--- src/ddr_cmd_defs.svh ---
// constants for the command/address input side of a ddr memory module
// assumes a 100 MHz core clock and a link clock made by the controller end
// How it works
// - inputs sampled where true clock rises, complement falls
// - select, row, column, write strobes form one command
// - output drivers switch on clock crossings only
// - clock gate high wakes clock, buffers, drivers
// - gate low: idle banks power-down/refresh, open active
// - gate registered on clock for power-down, refresh entry
// - gate acts at once for refresh exit, drivers
// - controller keeps gate high through every access
// - power-down keeps only clocks and gate buffers
// - self refresh keeps only the gate buffer
// - registered high select masks the whole command
// - bank lines pick the bank of a command
// - activate carries the row address
// - read/write carry column, bit ten auto-precharge
// - precharge bit ten low one bank, high all
// - mode load carries opcode on address lines
// - mode load bank lines pick base or extended
`ifndef DDR_CMD_DEFS_SVH
`define DDR_CMD_DEFS_SVH
`define ADDR_W            12
`define BA_W              2
`define BANKS             4
`define AUTO_PRE_BIT      10
`define CODE_W            4
`define SYNC_W            21
// {select_n, ras_n, cas_n, we_n}
`define CODE_LOAD_MODE    4'h0
`define CODE_REFRESH      4'h1
`define CODE_PRECHARGE    4'h2
`define CODE_ACTIVE       4'h3
`define CODE_WRITE        4'h4
`define CODE_READ         4'h5
`define CODE_BURST_STOP   4'h6
`define CODE_NOP          4'h7
`define CODE_DESELECT     4'hf
`define CORE_CLK_NS       10
`define LINK_CK_PERIOD_NS 120
`define LINK_CK_HALF_CYC  ((`LINK_CK_PERIOD_NS / 2) / `CORE_CLK_NS)
`define ACCESS_HOLD_CK    4
`endif

--- src/ddr_cmd_pkg.sv ---
// types and command coding shared by both ends of the command link
// assumes ddr_cmd_defs.svh for widths and codes
`include "ddr_cmd_defs.svh"
package ddr_cmd_pkg;
    typedef enum logic [3:0] {
        cmd_nop        = 4'b0000,
        cmd_active     = 4'b0001,
        cmd_read       = 4'b0010,
        cmd_write      = 4'b0011,
        cmd_burst_stop = 4'b0100,
        cmd_precharge  = 4'b0101,
        cmd_refresh    = 4'b0110,
        cmd_load_mode  = 4'b0111,
        cmd_deselect   = 4'b1000
    } cmd_e;
    typedef enum logic [1:0] {
        pwr_on        = 2'b00,
        pwr_pd_idle   = 2'b01,
        pwr_pd_active = 2'b10,
        pwr_self_ref  = 2'b11
    } pwr_e;
    typedef enum logic [1:0] {
        hst_run = 2'b00,
        hst_pd  = 2'b01,
        hst_sr  = 2'b10
    } host_e;
    typedef logic [`ADDR_W-1:0] addr_t;
    typedef logic [`BA_W-1:0]   bank_t;
    typedef logic [`BANKS-1:0]  bankmask_t;
    // select high masks everything, whatever the strobes say
    function automatic cmd_e cmd_decode(input logic [`CODE_W-1:0] code);
        cmd_e c;
        c = cmd_nop;
        if (code[3]) begin
            c = cmd_deselect;
        end else begin
            case (code)
                `CODE_LOAD_MODE:  c = cmd_load_mode;
                `CODE_REFRESH:    c = cmd_refresh;
                `CODE_PRECHARGE:  c = cmd_precharge;
                `CODE_ACTIVE:     c = cmd_active;
                `CODE_WRITE:      c = cmd_write;
                `CODE_READ:       c = cmd_read;
                `CODE_BURST_STOP: c = cmd_burst_stop;
                default:          c = cmd_nop;
            endcase
        end
        return c;
    endfunction
    function automatic logic [`CODE_W-1:0] cmd_encode(input cmd_e c);
        logic [`CODE_W-1:0] code;
        code = `CODE_NOP;
        case (c)
            cmd_load_mode:  code = `CODE_LOAD_MODE;
            cmd_refresh:    code = `CODE_REFRESH;
            cmd_precharge:  code = `CODE_PRECHARGE;
            cmd_active:     code = `CODE_ACTIVE;
            cmd_write:      code = `CODE_WRITE;
            cmd_read:       code = `CODE_READ;
            cmd_burst_stop: code = `CODE_BURST_STOP;
            cmd_deselect:   code = `CODE_DESELECT;
            default:        code = `CODE_NOP;
        endcase
        return code;
    endfunction
endpackage

--- src/ddr_cmd_if.sv ---
// command/address link between controller end and module end
// the testbench instantiates it and joins the two ends
`timescale 1ns/100ps
`include "ddr_cmd_defs.svh"
interface ddr_cmd_if;
    logic                ck;              // true link clock
    logic                ck_n;            // complement link clock
    logic                module_clock_gate;
    logic                module_select_n;
    logic                ras_n;
    logic                cas_n;
    logic                we_n;
    logic [`BA_W-1:0]    ba;
    logic [`ADDR_W-1:0]  addr;
    logic                out_drv_en;      // module output drivers live
    modport host (
        output ck, ck_n, module_clock_gate, module_select_n,
        output ras_n, cas_n, we_n, ba, addr,
        input  out_drv_en
    );
    modport device (
        input  ck, ck_n, module_clock_gate, module_select_n,
        input  ras_n, cas_n, we_n, ba, addr,
        output out_drv_en
    );
endinterface

--- src/ddr_pin_sync.sv ---
// two-stage synchroniser for a bundle of pin inputs
// assumes pins may change at any time relative to the core clock
`timescale 1ns/100ps
module ddr_pin_sync #(
    parameter int W = 1
) (
    input  wire logic         clk_in,   // core clock
    input  wire logic         reset_in, // async, active high
    input  wire logic [W-1:0] d_in,     // raw pins
    output logic      [W-1:0] q_out     // synchronised pins
);
    logic [W-1:0] meta_ff;
    // first stage is read only by the second
    always_ff @(posedge clk_in or posedge reset_in) begin
        if (reset_in) begin
            meta_ff <= '0;
            q_out   <= '0;
        end else begin
            meta_ff <= d_in;
            q_out   <= meta_ff;
        end
    end
endmodule

--- src/ddr_cmd_device.sv ---
// module end: registers commands from the link and tracks power state
// assumes the link pins are asynchronous to the core clock
`timescale 1ns/100ps
module ddr_cmd_device
    import ddr_cmd_pkg::*;
(
    ddr_cmd_if.device                link,           // command link
    input  wire logic                core_clk_in,    // 100 MHz
    input  wire logic                reset_in,       // async, active high
    output logic                     cmd_valid_out,  // one-cycle command pulse
    output ddr_cmd_pkg::cmd_e        cmd_out,        // decoded command
    output ddr_cmd_pkg::bank_t       bank_out,       // registered bank lines
    output ddr_cmd_pkg::addr_t       addr_out,       // registered address
    output logic                     auto_pre_out,   // read/write auto-precharge
    output logic                     mode_wr_out,    // one-cycle mode load pulse
    output logic                     mode_ext_out,   // extended mode register
    output ddr_cmd_pkg::addr_t       mode_opcode_out, // mode opcode
    output ddr_cmd_pkg::bankmask_t   bank_open_out,  // banks with an open row
    output ddr_cmd_pkg::pwr_e        pwr_state_out,  // power state
    output logic                     cmd_buf_en_out, // command buffers live
    output logic                     clk_buf_en_out  // clock buffers live
);
    import ddr_cmd_pkg::*;

    // synchronised pins
    logic [`SYNC_W-1:0]  pins_s;
    logic                ck_s;
    logic                ckn_s;
    logic                gate_s;
    logic [`CODE_W-1:0]  code_s;
    bank_t               ba_s;
    addr_t               addr_s;

    // crossing detection and state
    logic                ck_prev_ff;
    logic                crossing;
    logic                take;
    cmd_e                cmd_now;
    pwr_e                pwr_ff;
    pwr_e                nxt_pwr;
    bankmask_t           open_ff;
    bankmask_t           nxt_open;
    logic                drv_en_ff;
    logic                cmd_buf_en;
    logic                clk_buf_en;

    // every link input passes two flip-flops, the gate pin also feeding the drivers raw
    ddr_pin_sync #(
        .W(`SYNC_W)
    ) u_pin_sync (
        .clk_in   (core_clk_in),
        .reset_in (reset_in),
        .d_in     ({link.ck, link.ck_n, link.module_clock_gate,
                    link.module_select_n, link.ras_n, link.cas_n,
                    link.we_n, link.ba, link.addr}),
        .q_out    (pins_s)
    );
    assign {ck_s, ckn_s, gate_s, code_s, ba_s, addr_s} = pins_s;

    // buffer gating by power state
    // power-down keeps the clock pair and the gate listening
    assign cmd_buf_en = (pwr_ff == pwr_on);
    // self refresh drops the clock pair as well
    assign clk_buf_en = (pwr_ff != pwr_self_ref);
    assign cmd_buf_en_out = cmd_buf_en;
    assign clk_buf_en_out = clk_buf_en;

    // previous true-clock level for edge finding
    always_ff @(posedge core_clk_in or posedge reset_in) begin
        if (reset_in) begin
            ck_prev_ff <= 1'b0;
        end else begin
            ck_prev_ff <= ck_s;
        end
    end

    // true clock rising while complement is low; both pins sampled
    // together, so a skewed pair yields at most one crossing
    assign crossing = clk_buf_en && ck_s && !ck_prev_ff && !ckn_s;

    // the four select/strobe levels decode as one code
    assign cmd_now = cmd_decode(code_s);

    // a command is taken only with the gate high at this crossing
    // and the command buffers awake
    assign take = crossing && gate_s && cmd_buf_en;

    // power state
    always_comb begin
        nxt_pwr = pwr_ff;
        case (pwr_ff)
            pwr_on: begin
                // gate low counts only when registered on a crossing
                if (crossing && !gate_s) begin
                    if (|open_ff) begin
                        nxt_pwr = pwr_pd_active;
                    end else if (cmd_now == cmd_refresh) begin
                        nxt_pwr = pwr_self_ref;
                    end else begin
                        nxt_pwr = pwr_pd_idle;
                    end
                end
            end
            pwr_pd_idle, pwr_pd_active: begin
                // exit also waits for a crossing with gate high
                if (crossing && gate_s) begin
                    nxt_pwr = pwr_on;
                end
            end
            pwr_self_ref: begin
                // clocks are ignored here, so exit needs no edge
                if (gate_s) begin
                    nxt_pwr = pwr_on;
                end
            end
            default: nxt_pwr = pwr_on;
        endcase
    end

    always_ff @(posedge core_clk_in or posedge reset_in) begin
        if (reset_in) begin
            pwr_ff <= pwr_on;
        end else begin
            pwr_ff <= nxt_pwr;
        end
    end
    assign pwr_state_out = pwr_ff;

    // open-row tracking per bank
    always_comb begin
        nxt_open = open_ff;
        if (take) begin
            case (cmd_now)
                cmd_active: begin
                    nxt_open[ba_s] = 1'b1;
                end
                cmd_read, cmd_write: begin
                    if (addr_s[`AUTO_PRE_BIT]) begin
                        nxt_open[ba_s] = 1'b0;
                    end
                end
                cmd_precharge: begin
                    if (addr_s[`AUTO_PRE_BIT]) begin
                        nxt_open = '0;                   // all banks
                    end else begin
                        nxt_open[ba_s] = 1'b0;           // one bank
                    end
                end
                default: nxt_open = open_ff;
            endcase
        end
    end

    always_ff @(posedge core_clk_in or posedge reset_in) begin
        if (reset_in) begin
            open_ff <= '0;
        end else begin
            open_ff <= nxt_open;
        end
    end
    assign bank_open_out = open_ff;

    // command register; deselect leaves every output untouched
    always_ff @(posedge core_clk_in or posedge reset_in) begin
        if (reset_in) begin
            cmd_valid_out <= 1'b0;
            cmd_out       <= cmd_nop;
            bank_out      <= '0;
            addr_out      <= '0;
            auto_pre_out  <= 1'b0;
        end else begin
            cmd_valid_out <= take && (cmd_now != cmd_deselect);
            if (take && cmd_now != cmd_deselect) begin
                cmd_out      <= cmd_now;
                bank_out     <= ba_s;
                addr_out     <= addr_s;
                auto_pre_out <= addr_s[`AUTO_PRE_BIT] &&
                                (cmd_now == cmd_read || cmd_now == cmd_write);
            end
        end
    end

    // mode register load: opcode from address, target from bank bit 0
    always_ff @(posedge core_clk_in or posedge reset_in) begin
        if (reset_in) begin
            mode_wr_out     <= 1'b0;
            mode_ext_out    <= 1'b0;
            mode_opcode_out <= '0;
        end else begin
            mode_wr_out <= take && (cmd_now == cmd_load_mode);
            if (take && cmd_now == cmd_load_mode) begin
                mode_ext_out    <= ba_s[0];
                mode_opcode_out <= addr_s;
            end
        end
    end

    // output drivers wake only on a crossing, so data leaving the
    // module stays aligned to the clock pair
    always_ff @(posedge core_clk_in or posedge reset_in) begin
        if (reset_in) begin
            drv_en_ff <= 1'b0;
        end else if (nxt_pwr != pwr_on) begin
            drv_en_ff <= 1'b0;
        end else if (crossing && gate_s) begin
            drv_en_ff <= 1'b1;
        end
    end

    // the raw gate pin cuts the drivers at once, with no clock;
    // the only place a pin is read without synchronising
    assign link.out_drv_en = drv_en_ff && link.module_clock_gate;
endmodule

--- src/flat_wrapper.sv ---
// flat-port wrapper written by rule: the top's interface ports become plain ports
module ddr_cmd_device_flat import ddr_cmd_pkg::*;
  (core_clk_in, reset_in, cmd_valid_out, cmd_out, bank_out, addr_out, auto_pre_out, mode_wr_out, mode_ext_out, mode_opcode_out, bank_open_out, pwr_state_out, cmd_buf_en_out, clk_buf_en_out, link_ck, link_ck_n, link_module_clock_gate, link_module_select_n, link_ras_n, link_cas_n, link_we_n, link_ba, link_addr, link_out_drv_en);
  ddr_cmd_if link_i ();
  input  wire logic core_clk_in;
  input  wire logic reset_in;
  output logic cmd_valid_out;
  output ddr_cmd_pkg::cmd_e cmd_out;
  output ddr_cmd_pkg::bank_t bank_out;
  output ddr_cmd_pkg::addr_t addr_out;
  output logic auto_pre_out;
  output logic mode_wr_out;
  output logic mode_ext_out;
  output ddr_cmd_pkg::addr_t mode_opcode_out;
  output ddr_cmd_pkg::bankmask_t bank_open_out;
  output ddr_cmd_pkg::pwr_e pwr_state_out;
  output logic cmd_buf_en_out;
  output logic clk_buf_en_out;
  input wire logic [$bits(link_i.ck)-1:0] link_ck;
  input wire logic [$bits(link_i.ck_n)-1:0] link_ck_n;
  input wire logic [$bits(link_i.module_clock_gate)-1:0] link_module_clock_gate;
  input wire logic [$bits(link_i.module_select_n)-1:0] link_module_select_n;
  input wire logic [$bits(link_i.ras_n)-1:0] link_ras_n;
  input wire logic [$bits(link_i.cas_n)-1:0] link_cas_n;
  input wire logic [$bits(link_i.we_n)-1:0] link_we_n;
  input wire logic [$bits(link_i.ba)-1:0] link_ba;
  input wire logic [$bits(link_i.addr)-1:0] link_addr;
  output wire logic [$bits(link_i.out_drv_en)-1:0] link_out_drv_en;
  assign link_i.ck = link_ck;
  assign link_i.ck_n = link_ck_n;
  assign link_i.module_clock_gate = link_module_clock_gate;
  assign link_i.module_select_n = link_module_select_n;
  assign link_i.ras_n = link_ras_n;
  assign link_i.cas_n = link_cas_n;
  assign link_i.we_n = link_we_n;
  assign link_i.ba = link_ba;
  assign link_i.addr = link_addr;
  assign link_out_drv_en = link_i.out_drv_en;
  ddr_cmd_device u_core (.link(link_i), .core_clk_in(core_clk_in), .reset_in(reset_in), .cmd_valid_out(cmd_valid_out), .cmd_out(cmd_out), .bank_out(bank_out), .addr_out(addr_out), .auto_pre_out(auto_pre_out), .mode_wr_out(mode_wr_out), .mode_ext_out(mode_ext_out), .mode_opcode_out(mode_opcode_out), .bank_open_out(bank_open_out), .pwr_state_out(pwr_state_out), .cmd_buf_en_out(cmd_buf_en_out), .clk_buf_en_out(clk_buf_en_out));
endmodule
--- config.mk ---
export PLATFORM = sky130hd
export DESIGN_NAME = ddr_cmd_device_flat
export DESIGN_NICKNAME = d
export VERILOG_FILES = /design/src/ddr_cmd_pkg.sv /design/src/ddr_cmd_if.sv /design/src/ddr_pin_sync.sv /design/src/ddr_cmd_device.sv /design/src/flat_wrapper.sv
export VERILOG_INCLUDE_DIRS = /design/src
export SDC_FILE = /design/constraint.sdc
export NUM_CORES = 1
export LEC_CHECK = 0
export CAP_MARGIN = 20
export CORE_ASPECT_RATIO = 0.8
export CORE_MARGIN = 2
export CORE_UTILIZATION = 40
export CTS_BUF_LIST = sky130_fd_sc_hd__clkbuf_4 sky130_fd_sc_hd__clkbuf_8
export DETAILED_ROUTE_END_ITERATION = 10
export DONT_BUFFER_PORTS = 1
export GPL_ROUTABILITY_DRIVEN = 0
export SETUP_SLACK_MARGIN = 0.15
export SLEW_MARGIN = 10
export SYNTH_ARGS = -nofsm -noshare
export SYNTH_HDL_FRONTEND = slang
export SYNTH_SLANG_ARGS = --single-unit
export TNS_END_PERCENT = 30
--- constraint.sdc ---
create_clock -name core_clk_in -period 2.64 [get_ports core_clk_in]
set_input_delay 0.264 -clock core_clk_in [delete_from_list [all_inputs] [get_ports core_clk_in]]
set_output_delay 0.264 -clock core_clk_in [all_outputs]
set_load 0.005 [all_outputs]
==> key figures <==
Timing
  – Final setup viols: 0
  – Max-slew headroom: 52.1%
  – Worst Slack Setup Final: 59.5 ps
  – Final Skew: 8.65 ps
  – Fin. max-slew vios: 0
  – Fin Setup TNS: 0 ps
  – Final min period: 2580 ps
  – Worst slew pin tran: 717 ps
  – Max Clk Rate: 0.388 GHz
  – Final Hold Vio Count: 0
  – Unrepaired setup endpoints after global routing: true
  – Crit share post-route: 97.7%

Routing
  – Via/cell ratio: 4.91
  – DR iter-0 viols: 68
  – WL/cell: 15.7 um
  – Routed via count: 1666
  – DRC errors left: 0
  – Post-Route WL: 5330 um
  – DRT Pass-1 Iters: 6
  – Final ANT Viol Nets: 0

Clocking
  – Max Buffers Root-to-Sink: 2
  – CTS buffer count: 9
  – CTS tree: done
  – H-tree lvl count: 3
  – Root buf cell: clkbuf_8
  – Clock slew at reported path FFs: 80 ps
  – Later-pin clock latency in the skew report: 340 ps
  – CTS sink count: 84

Global routing
  – Antenna violations before repair: 0
  – Largest net degree at the start of global routing: 43
  – Total gr overflow: 0
  – GRT Resource Usage Total: 14.8%
  – Vias in the first global route: 1676
  – Global-route wire length before repair: 8670 um

Finish
  – Share of cells above drive strength 1: 18.7%
  – Post-route insts no fill: 339
  – Layout area overhead: 20.9%
  – Nets@finish: 272
  – # diodes: 0

Pwr
  – P_sw: 0.767 mW
  – Pleak: 1.67 nW
  – Clk pwr share: 33.3%
  – P_int: 2.21 mW
  – Flop pwr share: 55.3%
  – Worst vdd ir: 0.391 mV
  – Switching Share: 25.8%
  – Combinational power share: 11.5%
  – PwrDens: 855 nW/um2

Worst setup path
  – R2R cell count: 5
  – Cell Chain, Critical Path: ha_4 -> or4b_4 -> or3_4 -> or4_4 -> mux2_4
  – Critical R2R Launch: u_core.pwr_state_out[1]
  – Worst setup EP type: register
  – Worst EP arrival: 2810 ps
  – Slowest cell on crit path: or4_4
  – Reg-to-reg setup timing slack: 60 ps
  – FF-to-FF End: u_core.mode_opcode_out[5]
  – Max incr delay on CP: 640 ps
  – Maximum fanout along the worst path: 7
  – CP startpoint kind: register
  – Crit Path Class: register to register
  – Critical Path RT: 2870 ps

Status
  – Outcome: finished clean

Logic synthesis
  – Ys Warns: 0
  – Most numerous cell in the Yosys netlist: dfrtp_1
  – Mux share of post-synthesis cell area: 6.66%
  – Synth Area in Compound Gates: 4.48%
  – Post-Syn Area: 2870 um2
  – Yosys top cell by area: dfrtp_1
  – Gate Count Post-Synth: 212
  – Synth Area in Adders: 0.871%
  – Largest family of logic cells by synthesized area: simple AND/OR/NAND/NOR gates
  – List of most frequent post-synthesis cells: dfrtp_1, nand2_1, inv_1
  – Syn_area_per_cell: 13.6 um2
  – Synthesized flop and latch total: 84
  – Asr flop ratio synth: 100%
  – Synth top area share: 73.1%
  – Syn Nets: 237
  – XOR/XNOR Fraction of Synth Area: 0%
  – Post-synth cell types: 33
  – Simple-gate portion of the synthesized area: 12.2%
  – Post-synthesis sequential area ratio: 73.1%
  – Post-synth EDFFs: 0
  – Commonest register cell after synthesis: dfrtp_1
  – Synth area leaders: dfrtp_1, nand2_1, mux2_4

Die
  – Die Span Y: 79.8 um
  – DIE WIDTH: 98.8 um
  – IO Count: 66
  – Die area: 7880 um2
  – Core footprint: 6930 um2
  – Row count: 27
  – Starting Density: 41.5%

Place
  – DP HPWL: 3410 um
  – I/O Buffers: 0
  – Worst slack at placement: 118 ps
  – DP Cell Count: 299

Worst hold path
  – Worst hold path class: register to register
  – WHS Endpoint: u_core.u_pin_sync.q_out[7]
  – Hold wc startpoint: u_core.u_pin_sync.meta_ff[7]
  – Hold path cells: 0

Flow run
  – Max cap viols: 0
## power by group through the flow
stage	clock network [mW]	registers (mW)	logic, mW
2_1_floorplan	0	1.62	0.241
3_3_place_gp	0	1.66	0.302
3_5_place_dp	0	1.67	0.310
4_1_cts	1.03	1.64	0.339
5_1_grt	1.08	1.67	0.402
6_report	0.989	1.64	0.341
## area by class of cell
type,count,area (um2)
fillers,603,3450
flip-flops and latches,84,2100
multi-input cells,113,728
repair buffers,29,273
clock buffers,11,139
well taps,87,109
clock inverters,5,85.1
inverters,10,38.8
## worst max-delay path, delay by kind of cell (launching register included)
family / cells / cell delay (ps)
simple gates: 3 / 1490
flops: 1 / 450
mux: 1 / 340
fa+ha+maj: 1 / 180
## worst max path at each step
stage                            start                          to  slack (ps)  cells after the start
2_1_floorplan  u_core.pwr_state_out[1]         u_core.mode_ext_out          20                      8
3_3_place_gp   u_core.pwr_state_out[1]  u_core.mode_opcode_out[11]         150                      5
3_5_place_dp   u_core.pwr_state_out[1]   u_core.mode_opcode_out[4]         120                      5
4_1_cts        u_core.pwr_state_out[1]   u_core.mode_opcode_out[5]         100                      5
5_1_grt        u_core.pwr_state_out[1]   u_core.mode_opcode_out[5]          30                      5
6_report       u_core.pwr_state_out[1]   u_core.mode_opcode_out[5]          60                      5
## state kept, by name, indices dropped and copies added (netlist names)
name,count
u_core.u_pin_sync.meta_ff,21
u_core.u_pin_sync.q_out,21
u_core.addr_out,12
u_core.mode_opcode_out,12
u_core.bank_open_out,4
u_core.cmd_out,4
u_core.bank_out,2
u_core.pwr_state_out,2
u_core.auto_pre_out,1
u_core.ck_prev_ff,1
u_core.cmd_valid_out,1
u_core.drv_en_ff,1
u_core.mode_ext_out,1
u_core.mode_wr_out,1
## per-layer routing
layer	part of all wire, %	routed length (um)	global-route usage, %	vias up
li1	-	-	-	775
met1	48	2570	20.0	823
met2	43	2320	21.0	62
met3	6.9	368	6.04	6
met4	1.3	70	6.16	0
met5	0	0	0	-
## what timing repair did
item / in CTS / in global routing
hold endpoints to repair: 61 / 0
resized for setup: 0 / 5
endpoints found under the setup margin: 13 / 17
cloned: 0 / 1
pin swaps: 0 / 2
hold buffers: 22 / 0
setup buffers: 0 / 1
## kinds of logic (layout without fill, tap and decap cells)
kind of cell	Yosys count	in the layout
AO/OA/AOI/OAI	21	21
adder cells (fa/ha/maj)	2	2
buffers and inverters	16	55
flip-flops	84	84
multiplexers	14	14
AND/OR/NAND/NOR	75	76
## stage by stage
| stage | instance area (um2) | util [%] | hold slack [ps] | power (mW) |
|---|---|---|---|---|
| after floorplan | 2880 | - | 295 | 1.86 |
| after global placement | 2990 | 43.2 | 280 | 1.96 |
| after detailed placement | 2990 | 43.2 | 285 | 1.98 |
| after CTS | 3440 | 49.6 | 344 | 3.01 |
| after global routing | 3480 | 50.2 | 354 | 3.15 |
| final | 3480 | 50.2 | 343 | 2.97 |
## cell usage in the layout (no fill, tap or decap), types with 2 or more instances in the layout
master and n:
mux2_4 9, o22ai_1 4, nor4_1 2, dfrtp_1 83
a21oi_1 5, buf_4 7, o21ai_0 7, nand3_1 3
and2_1 2, dlygate4sd3_1 22, clkbuf_8 9, bufinv_16 2
nand2b_1 3, inv_1 9, clkbuf_4 2, nand2_1 52
nor2b_1 2, or4_4 2, mux2_2 5
(Power assumes the default switching activity.)
